`config.mk`:
```
export PLATFORM = sky130hd
export DESIGN_NAME = olc_top
export DESIGN_NICKNAME = d
export VERILOG_FILES = /design/src/rtl/olc_pkg.sv /design/src/rtl/olc_timing.sv /design/src/rtl/olc_top.sv
export VERILOG_INCLUDE_DIRS = /design/src /design/src/rtl
export SDC_FILE = /design/constraint.sdc
export NUM_CORES = 1
export LEC_CHECK = 0
export ABC_AREA = 0
export ABC_CLOCK_PERIOD_IN_PS = 4350
export BUFFER_PORTS_ARGS = -buffer_cell sky130_fd_sc_hd__buf_4
export CAP_MARGIN = 20
export CORE_MARGIN = 2
export CORE_UTILIZATION = 55
export DETAILED_ROUTE_END_ITERATION = 10
export PLACE_DENSITY = 0.77
export SETUP_SLACK_MARGIN = 0.2
export SYNTH_ARGS = -nofsm -noshare
export SYNTH_HDL_FRONTEND = slang
export SYNTH_SLANG_ARGS = --single-unit
```
`constraint.sdc`:
```
create_clock -name aclk -period 4.35 [get_ports aclk]
set_input_delay 0.87 -clock aclk [delete_from_list [all_inputs] [get_ports aclk]]
set_output_delay 0.87 -clock aclk [all_outputs]
set_load 0.005 [all_outputs]
```
`src/rtl/olc_defs.svh`:
```
// Function
// Clearing layer enable bit zero requests disable
// Commit flag bit five applies pending updates
// Disable and commit same frame: no sync loss
// Split across boundary: sync loss one frame
// Sync-loss frame drives all pixels zero
// Normal output resumes after commit without software
// Software parks layer off-screen before disabling
// Software tracks parked layers per overlay
// Software waits ten cycles after first commit
// Software disables tracked layers, commits again
// Pending latched at frame boundary, commit auto-clears
`ifndef OLC_DEFS_SVH
`define OLC_DEFS_SVH
`define OLC_NUM_LAYERS      4
`define OLC_ADDR_VP_CTRL    8'h00
`define OLC_ADDR_LAYER0     8'h10
`define OLC_ADDR_PLACE0     8'h20
`define OLC_ADDR_IRQ_STAT   8'h30
`define OLC_ADDR_IRQ_CLR    8'h34
`define OLC_ADDR_IRQ_EN     8'h38
`define OLC_ADDR_STATUS     8'h3c
`define OLC_COMMIT_BIT      5
`define OLC_ENABLE_BIT      0
`define OLC_POSX_LSB        6
`define OLC_POSX_MSB        17
`define OLC_POSY_LSB        19
`define OLC_POSY_MSB        30
`define OLC_POS_MAX         12'hfff
`define OLC_H_ACTIVE        12'h010
`define OLC_V_ACTIVE        12'h008
`define OLC_H_TOTAL         12'h014
`define OLC_V_TOTAL         12'h00a
`define OLC_IRQ_FRAME       0
`define OLC_IRQ_SYNCLOST    1
`define OLC_IRQ_COMMIT      2
`define OLC_RESP_OKAY       2'b00
`define OLC_RESP_SLVERR     2'b10
`endif

```
`src/rtl/olc_pkg.sv`:
```
package olc_pkg;
  typedef struct packed {
    logic        valid;
    logic        hsync;
    logic        vsync;
    logic [23:0] data;
  } olc_pix_t;
  typedef struct packed {
    logic        enable;
    logic [11:0] posx;
    logic [11:0] posy;
  } olc_layer_t;
  typedef enum logic [2:0] {
    OLC_NORMAL   = 3'b001,
    OLC_ARMED    = 3'b010,
    OLC_SYNCLOST = 3'b100
  } olc_state_t;
endpackage

```
`src/rtl/olc_timing.sv`:
```
`timescale 1ns/100ps
`include "olc_defs.svh"
module olc_timing (
  input  wire logic        aclk,
  input  wire logic        aresetn,
  output logic [11:0]      hcnt,
  output logic [11:0]      vcnt,
  output logic             frame_end
);
  logic [11:0] hcnt_ff;
  logic [11:0] vcnt_ff;

  // Raster counters; frame_end marks the last pixel slot of a frame.
  assign frame_end = (hcnt_ff == `OLC_H_TOTAL - 12'h001) && (vcnt_ff == `OLC_V_TOTAL - 12'h001);
  assign hcnt      = hcnt_ff;
  assign vcnt      = vcnt_ff;

  always_ff @(posedge aclk) begin
    if (!aresetn) begin
      hcnt_ff <= 12'h000;
      vcnt_ff <= 12'h000;
    end else if (hcnt_ff == `OLC_H_TOTAL - 12'h001) begin
      hcnt_ff <= 12'h000;
      vcnt_ff <= frame_end ? 12'h000 : vcnt_ff + 12'h001;
    end else begin
      hcnt_ff <= hcnt_ff + 12'h001;
    end
  end
endmodule

```
`src/rtl/olc_top.sv`:
```
// Local design decisions: the AXI4-Lite interface to the registers and the placing of the registers.
`timescale 1ns/100ps
`include "olc_defs.svh"
module olc_top (
  input  wire logic        aclk,
  input  wire logic        aresetn,
  input  wire logic [7:0]  s_axi_awaddr,
  input  wire logic        s_axi_awvalid,
  output logic             s_axi_awready,
  input  wire logic [31:0] s_axi_wdata,
  input  wire logic [3:0]  s_axi_wstrb,
  input  wire logic        s_axi_wvalid,
  output logic             s_axi_wready,
  output logic [1:0]       s_axi_bresp,
  output logic             s_axi_bvalid,
  input  wire logic        s_axi_bready,
  input  wire logic [7:0]  s_axi_araddr,
  input  wire logic        s_axi_arvalid,
  output logic             s_axi_arready,
  output logic [31:0]      s_axi_rdata,
  output logic [1:0]       s_axi_rresp,
  output logic             s_axi_rvalid,
  input  wire logic        s_axi_rready,
  output olc_pkg::olc_pix_t pix_out,
  output logic             sync_lost,
  output logic             irq
);
  localparam int NL = `OLC_NUM_LAYERS;

  // ----------------------------------------------------------------
  // Register state
  // ----------------------------------------------------------------
  olc_pkg::olc_layer_t   pend_ff [NL];
  olc_pkg::olc_layer_t   act_ff  [NL];
  logic [NL-1:0]         dis_pend_ff;
  logic                  commit_ff;
  olc_pkg::olc_state_t   state_ff;
  logic [2:0]            irq_stat_ff;
  logic [2:0]            irq_en_ff;
  logic                  aw_got_ff;
  logic                  w_got_ff;
  logic [7:0]            awaddr_ff;
  logic [31:0]           wdata_ff;
  logic [3:0]            wstrb_ff;
  olc_pkg::olc_pix_t     pix_ff;
  logic [11:0]           hcnt;
  logic [11:0]           vcnt;
  logic                  frame_end;
  logic                  wr_fire;
  logic                  commit_wr;
  logic                  any_disable;
  logic                  boundary_commit;
  logic [31:0]           rd_val;
  logic                  rd_ok;

  olc_timing u_timing (
    .aclk      (aclk),
    .aresetn   (aresetn),
    .hcnt      (hcnt),
    .vcnt      (vcnt),
    .frame_end (frame_end)
  );

  // ----------------------------------------------------------------
  // AXI4-Lite write path
  // ----------------------------------------------------------------
  // Address and data are taken independently; the write fires once both are held.
  assign s_axi_awready = !aw_got_ff && !s_axi_bvalid;
  assign s_axi_wready  = !w_got_ff && !s_axi_bvalid;
  assign wr_fire       = aw_got_ff && w_got_ff && !s_axi_bvalid;

  always_ff @(posedge aclk) begin
    if (!aresetn) begin
      aw_got_ff <= 1'b0;
      w_got_ff  <= 1'b0;
      awaddr_ff <= 8'h00;
      wdata_ff  <= 32'h0000_0000;
      wstrb_ff  <= 4'h0;
    end else begin
      if (s_axi_awvalid && s_axi_awready) begin
        aw_got_ff <= 1'b1;
        awaddr_ff <= s_axi_awaddr;
      end else if (wr_fire) begin
        aw_got_ff <= 1'b0;
      end
      if (s_axi_wvalid && s_axi_wready) begin
        w_got_ff <= 1'b1;
        wdata_ff <= s_axi_wdata;
        wstrb_ff <= s_axi_wstrb;
      end else if (wr_fire) begin
        w_got_ff <= 1'b0;
      end
    end
  end

  // Write response; only addresses above the status register answer SLVERR.
  always_ff @(posedge aclk) begin
    if (!aresetn) begin
      s_axi_bvalid <= 1'b0;
      s_axi_bresp  <= `OLC_RESP_OKAY;
    end else if (wr_fire) begin
      s_axi_bvalid <= 1'b1;
      s_axi_bresp  <= (awaddr_ff <= `OLC_ADDR_STATUS) ? `OLC_RESP_OKAY : `OLC_RESP_SLVERR;
    end else if (s_axi_bready) begin
      s_axi_bvalid <= 1'b0;
    end
  end

  assign commit_wr = wr_fire && (awaddr_ff == `OLC_ADDR_VP_CTRL) && wstrb_ff[0] && wdata_ff[`OLC_COMMIT_BIT];
  assign boundary_commit = frame_end && commit_ff;

  // ----------------------------------------------------------------
  // Layer registers
  // ----------------------------------------------------------------
  // Each layer has a pending attribute and placement image and an active copy.
  genvar g;
  generate
    for (g = 0; g < NL; g++) begin : g_layer
      logic attr_wr;
      logic place_wr;
      assign attr_wr  = wr_fire && (awaddr_ff == `OLC_ADDR_LAYER0 + 8'(4 * g)) && wstrb_ff[0];
      assign place_wr = wr_fire && (awaddr_ff == `OLC_ADDR_PLACE0 + 8'(4 * g)) && (&wstrb_ff);
      always_ff @(posedge aclk) begin
        if (!aresetn) begin
          pend_ff[g]     <= '0;
          act_ff[g]      <= '0;
          dis_pend_ff[g] <= 1'b0;
        end else begin
          if (attr_wr) begin
            pend_ff[g].enable <= wdata_ff[`OLC_ENABLE_BIT];
          end
          if (place_wr) begin
            pend_ff[g].posx <= wdata_ff[`OLC_POSX_MSB:`OLC_POSX_LSB];
            pend_ff[g].posy <= wdata_ff[`OLC_POSY_MSB:`OLC_POSY_LSB];
          end
          // A one-to-zero enable write is a pending disable until committed.
          if (attr_wr && !wdata_ff[`OLC_ENABLE_BIT] && act_ff[g].enable) begin
            dis_pend_ff[g] <= 1'b1;
          end else if (boundary_commit) begin
            dis_pend_ff[g] <= 1'b0;
          end
          // Active copy updates only at a committed frame boundary.
          if (boundary_commit) begin
            act_ff[g] <= pend_ff[g];
          end
        end
      end
    end
  endgenerate

  assign any_disable = |dis_pend_ff;

  // ----------------------------------------------------------------
  // Commit flag and sync-loss sequencer
  // ----------------------------------------------------------------
  // The flag auto-clears when its boundary is consumed; a new write wins.
  always_ff @(posedge aclk) begin
    if (!aresetn) begin
      commit_ff <= 1'b0;
    end else if (commit_wr) begin
      commit_ff <= 1'b1;
    end else if (frame_end) begin
      commit_ff <= 1'b0;
    end
  end

  // ARMED: a disable is pending and its frame has ended without a commit.
  always_ff @(posedge aclk) begin
    if (!aresetn) begin
      state_ff <= olc_pkg::OLC_NORMAL;
    end else begin
      case (state_ff)
        olc_pkg::OLC_NORMAL: begin
          if (frame_end && any_disable && !commit_ff && !commit_wr) begin
            state_ff <= olc_pkg::OLC_ARMED;
          end
        end
        olc_pkg::OLC_ARMED: begin
          if (frame_end && commit_ff) begin
            state_ff <= olc_pkg::OLC_SYNCLOST;
          end else if (!any_disable) begin
            state_ff <= olc_pkg::OLC_NORMAL;
          end
        end
        olc_pkg::OLC_SYNCLOST: begin
          if (frame_end) begin
            state_ff <= olc_pkg::OLC_NORMAL;
          end
        end
        default: state_ff <= olc_pkg::OLC_NORMAL;
      endcase
    end
  end

  assign sync_lost = (state_ff == olc_pkg::OLC_SYNCLOST);

  // ----------------------------------------------------------------
  // Pixel output
  // ----------------------------------------------------------------
  // Pixel shows the highest enabled layer covering the raster point; blank when lost.
  always_ff @(posedge aclk) begin
    if (!aresetn) begin
      pix_ff <= '0;
    end else begin
      pix_ff.valid <= (hcnt < `OLC_H_ACTIVE) && (vcnt < `OLC_V_ACTIVE);
      pix_ff.hsync <= (hcnt >= `OLC_H_ACTIVE);
      pix_ff.vsync <= (vcnt >= `OLC_V_ACTIVE);
      pix_ff.data  <= 24'h000000;
      if (!sync_lost) begin
        for (int i = 0; i < NL; i++) begin
          if (act_ff[i].enable && hcnt >= act_ff[i].posx && vcnt >= act_ff[i].posy) begin
            pix_ff.data <= {8'h00, 8'(i + 1), 8'hff};
          end
        end
      end else begin
        pix_ff.data <= 24'h000000;
      end
    end
  end

  assign pix_out = pix_ff;

  // ----------------------------------------------------------------
  // Interrupts
  // ----------------------------------------------------------------
  // Sticky events; a set in the clear cycle wins.
  always_ff @(posedge aclk) begin
    if (!aresetn) begin
      irq_stat_ff <= 3'h0;
      irq_en_ff   <= 3'h0;
    end else begin
      irq_stat_ff <= (irq_stat_ff & ~((wr_fire && awaddr_ff == `OLC_ADDR_IRQ_CLR) ? wdata_ff[2:0] : 3'h0))
                   | {boundary_commit, (frame_end && state_ff == olc_pkg::OLC_ARMED && commit_ff), frame_end};
      if (wr_fire && awaddr_ff == `OLC_ADDR_IRQ_EN) begin
        irq_en_ff <= wdata_ff[2:0];
      end
    end
  end

  assign irq = |(irq_stat_ff & irq_en_ff);

  // ----------------------------------------------------------------
  // AXI4-Lite read path
  // ----------------------------------------------------------------
  always_comb begin
    rd_val = 32'h0000_0000;
    rd_ok  = 1'b1;
    if (s_axi_araddr == `OLC_ADDR_VP_CTRL) begin
      rd_val[`OLC_COMMIT_BIT] = commit_ff;
    end else if (s_axi_araddr == `OLC_ADDR_IRQ_STAT) begin
      rd_val[2:0] = irq_stat_ff;
    end else if (s_axi_araddr == `OLC_ADDR_IRQ_EN) begin
      rd_val[2:0] = irq_en_ff;
    end else if (s_axi_araddr == `OLC_ADDR_IRQ_CLR) begin
      rd_val = 32'h0000_0000;
    end else if (s_axi_araddr == `OLC_ADDR_STATUS) begin
      rd_val = {21'h0, dis_pend_ff, 4'h0, state_ff};
    end else begin
      rd_ok = 1'b0;
      for (int i = 0; i < NL; i++) begin
        if (s_axi_araddr == `OLC_ADDR_LAYER0 + 8'(4 * i)) begin
          rd_val = {31'h0, pend_ff[i].enable};
          rd_ok  = 1'b1;
        end
        if (s_axi_araddr == `OLC_ADDR_PLACE0 + 8'(4 * i)) begin
          rd_val = {1'b0, pend_ff[i].posy, 1'b0, pend_ff[i].posx, 6'h00};
          rd_ok  = 1'b1;
        end
      end
    end
  end

  assign s_axi_arready = !s_axi_rvalid;

  always_ff @(posedge aclk) begin
    if (!aresetn) begin
      s_axi_rvalid <= 1'b0;
      s_axi_rdata  <= 32'h0000_0000;
      s_axi_rresp  <= `OLC_RESP_OKAY;
    end else if (s_axi_arvalid && s_axi_arready) begin
      s_axi_rvalid <= 1'b1;
      s_axi_rdata  <= rd_val;
      s_axi_rresp  <= rd_ok ? `OLC_RESP_OKAY : `OLC_RESP_SLVERR;
    end else if (s_axi_rready) begin
      s_axi_rvalid <= 1'b0;
    end
  end
endmodule

```
==> results of run 1 <==
per-layer routing:
metal  vias to the layer above  share of wire, %
li1                       5265                 -
met2                       483                46
met3                        79               7.4
met5                         -                 0
met4                         0               2.5
met1                      5337                44
cell families after synthesis:
logic type	after synthesis	share of synthesized area [%]
xor+xnor	19	1.06
other cells	1	0.0238
flops	319	53.2
simple gates	584	19.9
compound gates	248	11.1
mux	12	0.873
fa+ha+maj	101	8.02
buf+inv	188	5.78
registers in the layout, summed over array words and instances, names as in the netlist:
name           flops
act_ff           100
pend_ff          100
s_axi_rdata       28
wdata_ff          28
u_timing.hcnt     12
u_timing.vcnt     12
awaddr_ff          8
pix_out            7
dis_pend_ff        4
wstrb_ff           4
irq_en_ff          3
irq_stat_ff        3
state_ff           3
aw_got_ff          1
commit_ff          1
s_axi_bresp        1
s_axi_bvalid       1
s_axi_rresp        1
s_axi_rvalid       1
w_got_ff           1
synthesized netlist by cell type, drive strengths merged, types with 5 or more instances:
cell type	count	area, um^2
a211o	5	43.8
a211oi	11	82.6
a21boi	71	533
a21oi	18	90.1
a221oi	6	52.6
a22o	21	184
a22oi	25	188
and2	207	1290
and3	24	150
buf	45	364
clkbuf	38	153
dfxtp	119	2380
edfxtp	200	6010
ha	101	1260
inv	105	394
mux2i	7	70.1
nand2	177	664
nand2b	5	31.3
nand3	21	110
nand4	12	75.1
nor2	75	289
nor2b	19	119
nor3	11	82.6
nor3b	6	60.1
nor4	10	108
o211ai	6	45.0
o21a	9	67.6
o21ai	52	260
xnor2	7	61.3
xor2	12	105
area by class of cell:
cell class                      count  area (um^2)  share of cell area [%]
Clock buffer                       44          971                    5.42
Timing Repair Buffer              123          943                    5.27
Sequential cell                   319         8390                    46.8
Multi-Input combinational cell    983         6550                    36.6
Clock inverter                     18          196                    1.10
Tap cell                          378          473                    2.64
Inverter                          105          394                    2.20
where the power goes:
part	total [W]	internal (W)	switching, W
registers	0.00341	0.00333	0.0000882
logic	0.000419	0.000166	0.000253
clock network	0.00298	0.00177	0.00121
through the flow:
| stage | hold WS (ns) | setup slack (ns) | instances |
|---|---|---|---|
| 2_1_floorplan | 0.437 | 1.07 | 1490 |
| 3_3_place_gp | 0.442 | 1.18 | 1907 |
| 3_5_place_dp | 0.445 | 0.984 | 1907 |
| 4_1_cts | 0.453 | 1.28 | 1969 |
| 5_1_grt | 0.492 | 0.990 | 1970 |
| 6_report | 0.452 | 1.26 | 1970 |
how the worst max path moves through the flow:
stage                                        startpoint                      endpoint  slack (ns)  cells after the start
final                     u_timing.vcnt[8]$_SDFFE_PN0P_   act_ff[0][12]$_SDFFCE_PN0P_        1.26                      6
after global routing      u_timing.vcnt[8]$_SDFFE_PN0P_   act_ff[0][12]$_SDFFCE_PN0P_        0.99                      6
after CTS                 u_timing.vcnt[8]$_SDFFE_PN0P_   act_ff[2][16]$_SDFFCE_PN0P_        1.28                      6
after detailed placement                s_axi_araddr[3]  s_axi_rdata[16]$_SDFFE_PN0P_        0.98                      7
after global placement                  s_axi_araddr[3]  s_axi_rdata[16]$_SDFFE_PN0P_        1.18                      7
after floorplan                                 aresetn    act_ff[0][0]$_SDFFCE_PN0P_        1.07                      4
worst max-delay path: stages (launching register included):
cell and delay (ns):
dfxtp_1 0.44, nor4_1 0.46, nand4_1 0.34, nor2_4 0.35, nand2_1 0.28, nand2_4 0.53, buf_4 0.38
==> impl_metrics.env, run 1 <==
export IMPL_setup_violations=0
export IMPL_critical_path_arrival_ns=3.31
export IMPL_io_pins=129
export IMPL_drv_slew=0
export IMPL_critPathKind="flop to flop"
export IMPL_grt_use_met1_pct=34.9
export IMPL_placeableCoreArea_mm2=0.0280
export IMPL_synth_async_reset_ratio_pct=0
export IMPL_grt_pass1_vias=10742
export IMPL_post_cts_resized=0
export IMPL_fin_worst_skew_ns=0.0280
export IMPL_yosysSeqAreaShare_pct=53.2
export IMPL_total_power_w=0.00682
export IMPL_placed_area_mm2=0.0167
export IMPL_power_density_mw_per_mm2=381
export IMPL_finalNetCount=1726
export IMPL_post_cts_buffers=0
export IMPL_first_iter_violations=1015
export IMPL_grt_first_pass_wirelength_mm=58.9
export IMPL_die_width_um=173
export IMPL_diodes=0
export IMPL_grt_antenna_before_repair=0
export IMPL_place_hpwl_mm=25.8
export IMPL_cts_hold_buffers=0
export IMPL_cp_end_kind="flop"
export IMPL_fp_dieH_um=173
export IMPL_fin_area_mm2=0.0179
export IMPL_gp_congestion=0.835
export IMPL_postSynthCellCount=1472
export IMPL_ir_drop_uv=268
export IMPL_cts_clk_slew_worst_paths_ns=0.06
export IMPL_grtUsageMet2_pct=40.5
export IMPL_cp_required_ns=4.56
export IMPL_tns_ns=0
export IMPL_mostFrequentLayoutCell="and2_1"
export IMPL_area_growth_pct=13.7
export IMPL_mostFrequentLayoutCells="207 x and2_1, 200 x edfxtp_1, 176 x nand2_1"
export IMPL_cts_tree="built"
export IMPL_overflow=0
export IMPL_remaining_drc_errors=0
export IMPL_avgRoutedWirePerCell_um=19.2
export IMPL_port_buffer_count=105
export IMPL_finalCritPeriodShare_pct=71.1
export IMPL_min_path_cells=2
export IMPL_drt_pass1_iter_count=5
export IMPL_regToRegEndpoint="act_ff[0][12]$_SDFFCE_PN0P_"
export IMPL_hold_class="flop to flop"
export IMPL_ys_flop_type="edfxtp_1"
export IMPL_fin_crit_ns=3.09
export IMPL_initial_core_util_pct=56.3
export IMPL_met3_usage_pct=3.99
export IMPL_rr_worst_depth=6
export IMPL_hold_violations=0
export IMPL_wirelength_mm=37.9
export IMPL_ys_types=69
export IMPL_rrSetupSlack_ns=1.26
export IMPL_ant_nets=0
export IMPL_slew_limit_headroom_pct=23.7
export IMPL_synth_edf_count=200
export IMPL_viasPerCell=5.67
export IMPL_clock_sinks=319
export IMPL_min_to="s_axi_rdata[22]$_SDFFE_PN0P_"
export IMPL_clk_path_buf_depth=3
export IMPL_drive_gt1_share_pct=13.0
export IMPL_maxCapViolations=0
export IMPL_tritoncts_num_buffers=34
export IMPL_synth_seq_cells=319
export IMPL_dieArea_mm2=0.0300
export IMPL_num_rows=61
export IMPL_worst_pin_slew_ns=1.14
export IMPL_rsz0062_at_grt="false"
export IMPL_hold_start="s_axi_rdata[22]$_SDFFE_PN0P_"
export IMPL_fmax_mhz=324
export IMPL_avgSynthCellArea_um2=10.7
export IMPL_top_usage_layer="met2"
export IMPL_postLayoutCoreUtil_pct=64.0
export IMPL_clock_latency_ns=0.53
export IMPL_p_leak_nw=7.48
export IMPL_num_vias=11164
export IMPL_syn_cell_area_mm2=0.0158
export IMPL_fillCellCount=2195
export IMPL_grt_max_degree=91
export IMPL_cts_root_buf="clkbuf_16"
export IMPL_crit_fanout=41
export IMPL_timing_rr_start="u_timing.vcnt[8]$_SDFFE_PN0P_"
export IMPL_startpoint_type="flop"
export IMPL_h_tree_depth=2
export IMPL_status="complete, no violations"
export IMPL_grt_util_all_layers_pct=25.0
export IMPL_ys_warn_count=0
No activity file was read; power rests on OpenSTA's default activity.
==> inputs of run 2 (changes only) <==
Settings changed: ABC_CLOCK_PERIOD_IN_PS 4350 to 2500.
Clock period 4.35 ns to 2.5 ns, I/O delays scaled along.
==> run 2 against run 1 <==
  * Clock skew is 0.0089 ns lower
  * Die area stayed put
  * Routed wire length is 0.71% higher
  * Register-to-register slack worse by 0.98 ns
  * Hold slack worse by 0.23 ns
  * Cell count is 3.0% higher
  * Flip-flop and latch count stayed put
  * Sequential power is 74% higher
==> impl_metrics.env, run 2 (synthesized netlist as in run 1, its figures left out) <==
export IMPL_dp_slack_ns=-0.00550
export IMPL_viasPerCell=5.52
export IMPL_cts_tree="built"
export IMPL_cts_hold_buffers=0
export IMPL_grt_pass1_vias=11049
export IMPL_mostFrequentLayoutCell="and2_1"
export IMPL_crit_chain="inv_1, ha_1, nand2b_1, a2111oi_2, buf_4, o31a_1, a211o_1, o21a_1, a31oi_1"
export IMPL_tritoncts_num_buffers=34
export IMPL_placeableCoreArea_mm2=0.0280
export IMPL_maxCapViolations=0
export IMPL_remaining_drc_errors=0
export IMPL_place_hpwl_mm=27.3
export IMPL_status="complete, no violations"
export IMPL_critical_path_arrival_ns=2.60
export IMPL_fillCellCount=2071
export IMPL_initial_core_util_pct=56.3
export IMPL_slowest_delay_ns=0.45
export IMPL_placed_area_mm2=0.0172
export IMPL_port_buffer_count=105
export IMPL_p_comb_share_pct=6.6
export IMPL_reg_top3="act_ff (100), pend_ff (100)"
export IMPL_grt_first_pass_wirelength_mm=59.6
export IMPL_clk_path_buf_depth=3
export IMPL_startpoint_type="flop"
export IMPL_rsz0062_at_grt="false"
export IMPL_instances_no_fill=2030
export IMPL_p_int_w=0.00908
export IMPL_fin_crit_ns=2.22
export IMPL_drt_pass1_iter_count=6
export IMPL_p_leak_nw=7.82
export IMPL_fin_worst_skew_ns=0.0190
export IMPL_setup_ws_ns=0.279
export IMPL_io_pins=129
export IMPL_holdWs_ns=0.219
export IMPL_place_inst=1960
export IMPL_die_width_um=173
export IMPL_cts_clk_slew_worst_paths_ns=0.06
export IMPL_fmax_mhz=450
export IMPL_area_growth_pct=17.4
export IMPL_p_sw_share_pct=22.8
export IMPL_ir_drop_uv=739
export IMPL_critPathKind="flop to flop"
export IMPL_mostFrequentLayoutCells="207 x and2_1, 200 x edfxtp_1, 175 x nand2_1"
export IMPL_first_iter_violations=1010
export IMPL_avgRoutedWirePerCell_um=18.8
export IMPL_slowest_stage="a2111oi_2"
export IMPL_gp_congestion=0.860
export IMPL_ant_nets=0
export IMPL_wirelength_mm=38.2
export IMPL_cp_required_ns=2.88
export IMPL_power_density_mw_per_mm2=636
export IMPL_fin_area_mm2=0.0185
export IMPL_grt_max_degree=76
export IMPL_h_tree_depth=2
export IMPL_overflow=0
export IMPL_switchingPower_w=0.00268
export IMPL_drv_slew=0
export IMPL_num_vias=11196
export IMPL_finalNetCount=1786
export IMPL_num_rows=61
export IMPL_fp_dieH_um=173
export IMPL_hold_class="input pin to flop"
export IMPL_setup_violations=0
export IMPL_dieArea_mm2=0.0300
export IMPL_postLayoutCoreUtil_pct=66.0
export IMPL_grt_util_all_layers_pct=25.2
export IMPL_clock_latency_ns=0.52
export IMPL_regArea_mm2=0.00840
export IMPL_drive_gt1_share_pct=17.0
export IMPL_finalCritPeriodShare_pct=88.8
export IMPL_diodes=0
export IMPL_worst_pin_slew_ns=0.666
export IMPL_slew_limit_headroom_pct=55.6
export IMPL_p_clk_share_pct=42.7
export IMPL_cp_end_kind="flop"
export IMPL_multi_input_area_mm2=0.00662
export IMPL_crit_fanout=5
export IMPL_cts_root_buf="clkbuf_16"
export IMPL_clock_sinks=319
export IMPL_grt_antenna_before_repair=0
export IMPL_seqPwrFrac_pct=50.6
export IMPL_hold_violations=0
run 2: layout make-up:
type,count,area share [%]
clock inverters,21,1.14
inverters,105,2.13
clock buffers,41,4.96
well taps,378,2.56
multi-input cells,983,35.8
repair buffers,183,8.04
flip-flops and latches,319,45.4
run 2: what timing repair did:
item                       4_1_cts  5_1_grt
setup buffers                    0        8
pin swaps                        0        5
setup endpoints to repair       94      184
resized for setup                3       18
run 2: final timing paths:
check | from | end | slack [ns] | cells past startpoint
hold / removal | s_axi_arvalid | s_axi_rvalid$_SDFFE_PN0P_ | 0.22 | 2
hold reg to reg | s_axi_rdata[23]$_SDFFE_PN0P_ | s_axi_rdata[23]$_SDFFE_PN0P_ | 0.45 | 2
setup reg to reg | u_timing.hcnt[0]$_SDFF_PP0_ | pix_out[7]$_SDFF_PP0_ | 0.28 | 9
setup / recovery | u_timing.hcnt[0]$_SDFF_PP0_ | pix_out[7]$_SDFF_PP0_ | 0.28 | 9
run 2: power groups by stage:
stage | registers [W] | logic (W) | clock network, W
after floorplan | 0.00599 | 0.000471 | 0
after global placement | 0.00605 | 0.000735 | 0
after detailed placement | 0.00606 | 0.000758 | 0
after CTS | 0.00595 | 0.000766 | 0.00508
after global routing | 0.00597 | 0.000865 | 0.00532
final | 0.00595 | 0.000782 | 0.00503
run 2: metrics by stage:
stage	setup TNS [ns]	power, W
detailed placement	-0.00550	0.00681
floorplan	0	0.00646
global route	0	0.0122
CTS	0	0.0118
global placement	0	0.00678
finish	0	0.0118
run 2: per-layer routing:
layer  wire, um  GRT usage, %
met1      16800          35.1
met2      17500          40.6
met3       2960          4.76
met4        826          6.96
met5          0             0
run 2: critical path, delay by kind of cell (launching register included):
kind / cells / cell delay (ns)
AO/OA/AOI/OAI: 5 / 0.99
adder cells (fa/ha/maj): 1 / 0.30
buffers and inverters: 2 / 0.27
flip-flops: 1 / 0.36
AND/OR/NAND/NOR: 1 / 0.16
==> inputs of run 3 (changes only) <==
Settings changed: CORE_UTILIZATION 55 to 56, CTS_BUF_LIST set to sky130_fd_sc_hd__clkbuf_8, PLACE_DENSITY 0.77 to 0.78.
==> run 3 against run 2 <==
  * Core utilization is 0.091 points lower
  * Fmax down 1.6%
  * Die area fell by 1.7%
  * Routed wire length is 2.3% lower
  * Global-route usage is 0.59 points higher
  * Setup slack worse by 0.037 ns
  * Critical path depth is 2 lower
  * First-iteration DRC count is 0.89% higher
  * Sequential share of layout area increased by 0.41 points
  * Design area down 0.95%
  * Clock-buffer cell count up 17
  * Total power decreased by 6.2%
  * Largest power group unchanged
==> impl_metrics.env, run 3 (synthesized netlist as in run 1, its figures left out) <==
export IMPL_maxCapViolations=0
export IMPL_mostFrequentLayoutCells="207 x and2_1, 200 x edfxtp_1, 175 x nand2_1"
export IMPL_num_rows=61
export IMPL_fp_dieH_um=172
export IMPL_grt_max_degree=79
export IMPL_setup_ws_ns=0.242
export IMPL_drt_pass1_iter_count=5
export IMPL_critical_path_arrival_ns=2.72
export IMPL_reg_top3="act_ff (100), pend_ff (100)"
export IMPL_hold_class="input pin to flop"
export IMPL_rsz0062_at_grt="true"
export IMPL_power_density_mw_per_mm2=602
export IMPL_tritoncts_num_buffers=52
export IMPL_wirelength_mm=37.3
export IMPL_fin_worst_skew_ns=0.0179
export IMPL_fin_area_mm2=0.0183
export IMPL_fillCellCount=2154
export IMPL_setup_violations=0
export IMPL_hold_start="s_axi_arvalid"
export IMPL_gp_congestion=0.882
export IMPL_mostFrequentLayoutCell="and2_1"
export IMPL_remaining_drc_errors=0
export IMPL_finalCritPeriodShare_pct=90.3
export IMPL_overflow=0
export IMPL_tns_ns=0
export IMPL_ant_nets=0
export IMPL_timing_rr_start="u_timing.hcnt[7]$_SDFF_PP0_"
export IMPL_cts_tree="built"
export IMPL_fin_crit_ns=2.26
export IMPL_slew_limit_headroom_pct=35.4
export IMPL_placeableCoreArea_mm2=0.0278
export IMPL_finalNetCount=1794
export IMPL_crit_chain="ha_1, nand4_1, a211o_1, o31a_1, a211o_1, and4_1, o2111a_1"
export IMPL_grt_first_pass_wirelength_mm=58.4
export IMPL_initial_core_util_pct=56.7
export IMPL_port_buffer_count=105
export IMPL_dp_slack_ns=0.0644
export IMPL_cts_root_buf="clkbuf_8"
export IMPL_fmax_mhz=443
export IMPL_status="complete, no violations"
export IMPL_avgRoutedWirePerCell_um=18.1
export IMPL_area_growth_pct=16.3
export IMPL_startpoint_type="flop"
export IMPL_grt_antenna_before_repair=0
export IMPL_drv_slew=0
export IMPL_diodes=0
export IMPL_h_tree_depth=2
export IMPL_slowest_delay_ns=0.42
export IMPL_num_vias=11288
export IMPL_grt_pass1_vias=10985
export IMPL_placed_area_mm2=0.0172
export IMPL_first_iter_violations=1019
export IMPL_viasPerCell=5.49
export IMPL_min_path_cells=2
export IMPL_rr_worst_depth=7
export IMPL_grt_util_all_layers_pct=25.8
export IMPL_clock_sinks=319
export IMPL_crit_top_cell="a211o_1"
export IMPL_total_power_w=0.0110
export IMPL_worst_pin_slew_ns=0.965
export IMPL_cts_clk_slew_worst_paths_ns=0.06
export IMPL_ir_drop_uv=474
export IMPL_place_hpwl_mm=27.0
export IMPL_crit_fanout=8
export IMPL_drive_gt1_share_pct=16.7
export IMPL_clock_latency_ns=0.59
export IMPL_crit_start="u_timing.hcnt[7]$_SDFF_PP0_"
export IMPL_slowest_stage="dfxtp_1"
export IMPL_cp_end_kind="flop"
export IMPL_p_leak_nw=7.81
export IMPL_hold_violations=0
export IMPL_dieArea_mm2=0.0295
export IMPL_clk_path_buf_depth=3
export IMPL_die_width_um=172
export IMPL_io_pins=129
export IMPL_cp_required_ns=2.97
export IMPL_critPathKind="flop to flop"
## run 3: critical path: cells and delay by family, from the launching register on
family          cells  cell delay (ns)
flops               1             0.42
fa+ha+maj           1             0.37
simple gates        2             0.26
compound gates      4             1.10
## run 3: path summary, 6_finish.rpt
check | slack [ns] | end
max | 0.24 | pix_out[8]$_SDFF_PP0_
min | 0.15 | s_axi_rvalid$_SDFFE_PN0P_
max reg2reg | 0.24 | pix_out[8]$_SDFF_PP0_
min reg2reg | 0.45 | s_axi_rdata[27]$_SDFFE_PN0P_
## run 3: power by group
group / total (W) / internal [W] / switching [W]
Clock: 0.00431 / 0.00224 / 0.00207
Combinational: 0.000765 / 0.000331 / 0.000434
Sequential: 0.00595 / 0.00579 / 0.000163
Total: 0.0110 / 0.00836 / 0.00267
## run 3: stage by stage
step                      cells  util, %  hold slack (ns)
after floorplan            1490        -            0.437
final                      2056     66.0            0.148
after detailed placement   1957     62.0            0.447
after global routing       2056     66.0            0.141
after CTS                  2056     65.8            0.123
after global placement     1957     62.0            0.443
## run 3: per-layer routing
metal	vias up	global-route usage (%)	part of all wire, %
met5	-	0	0
met3	88	5.71	7.7
met4	0	9.68	3.2
li1	5421	-	-
met1	5333	35.2	44
met2	446	40.5	45
## run 3: repair_timing
item,CTS,global route
pin swaps,1,2
hold buffers,0,0
resized for setup,6,12
setup buffers,1,0
setup endpoints to repair,164,138
## run 3: final cells by class
type	instances	area [um^2]	share of cell area (%)
well taps	378	473	2.58
clock buffers	58	798	4.36
multi-input cells	983	6620	36.2
inverters	105	394	2.15
repair buffers	173	1440	7.84
clock inverters	40	203	1.11
flip-flops and latches	319	8390	45.8
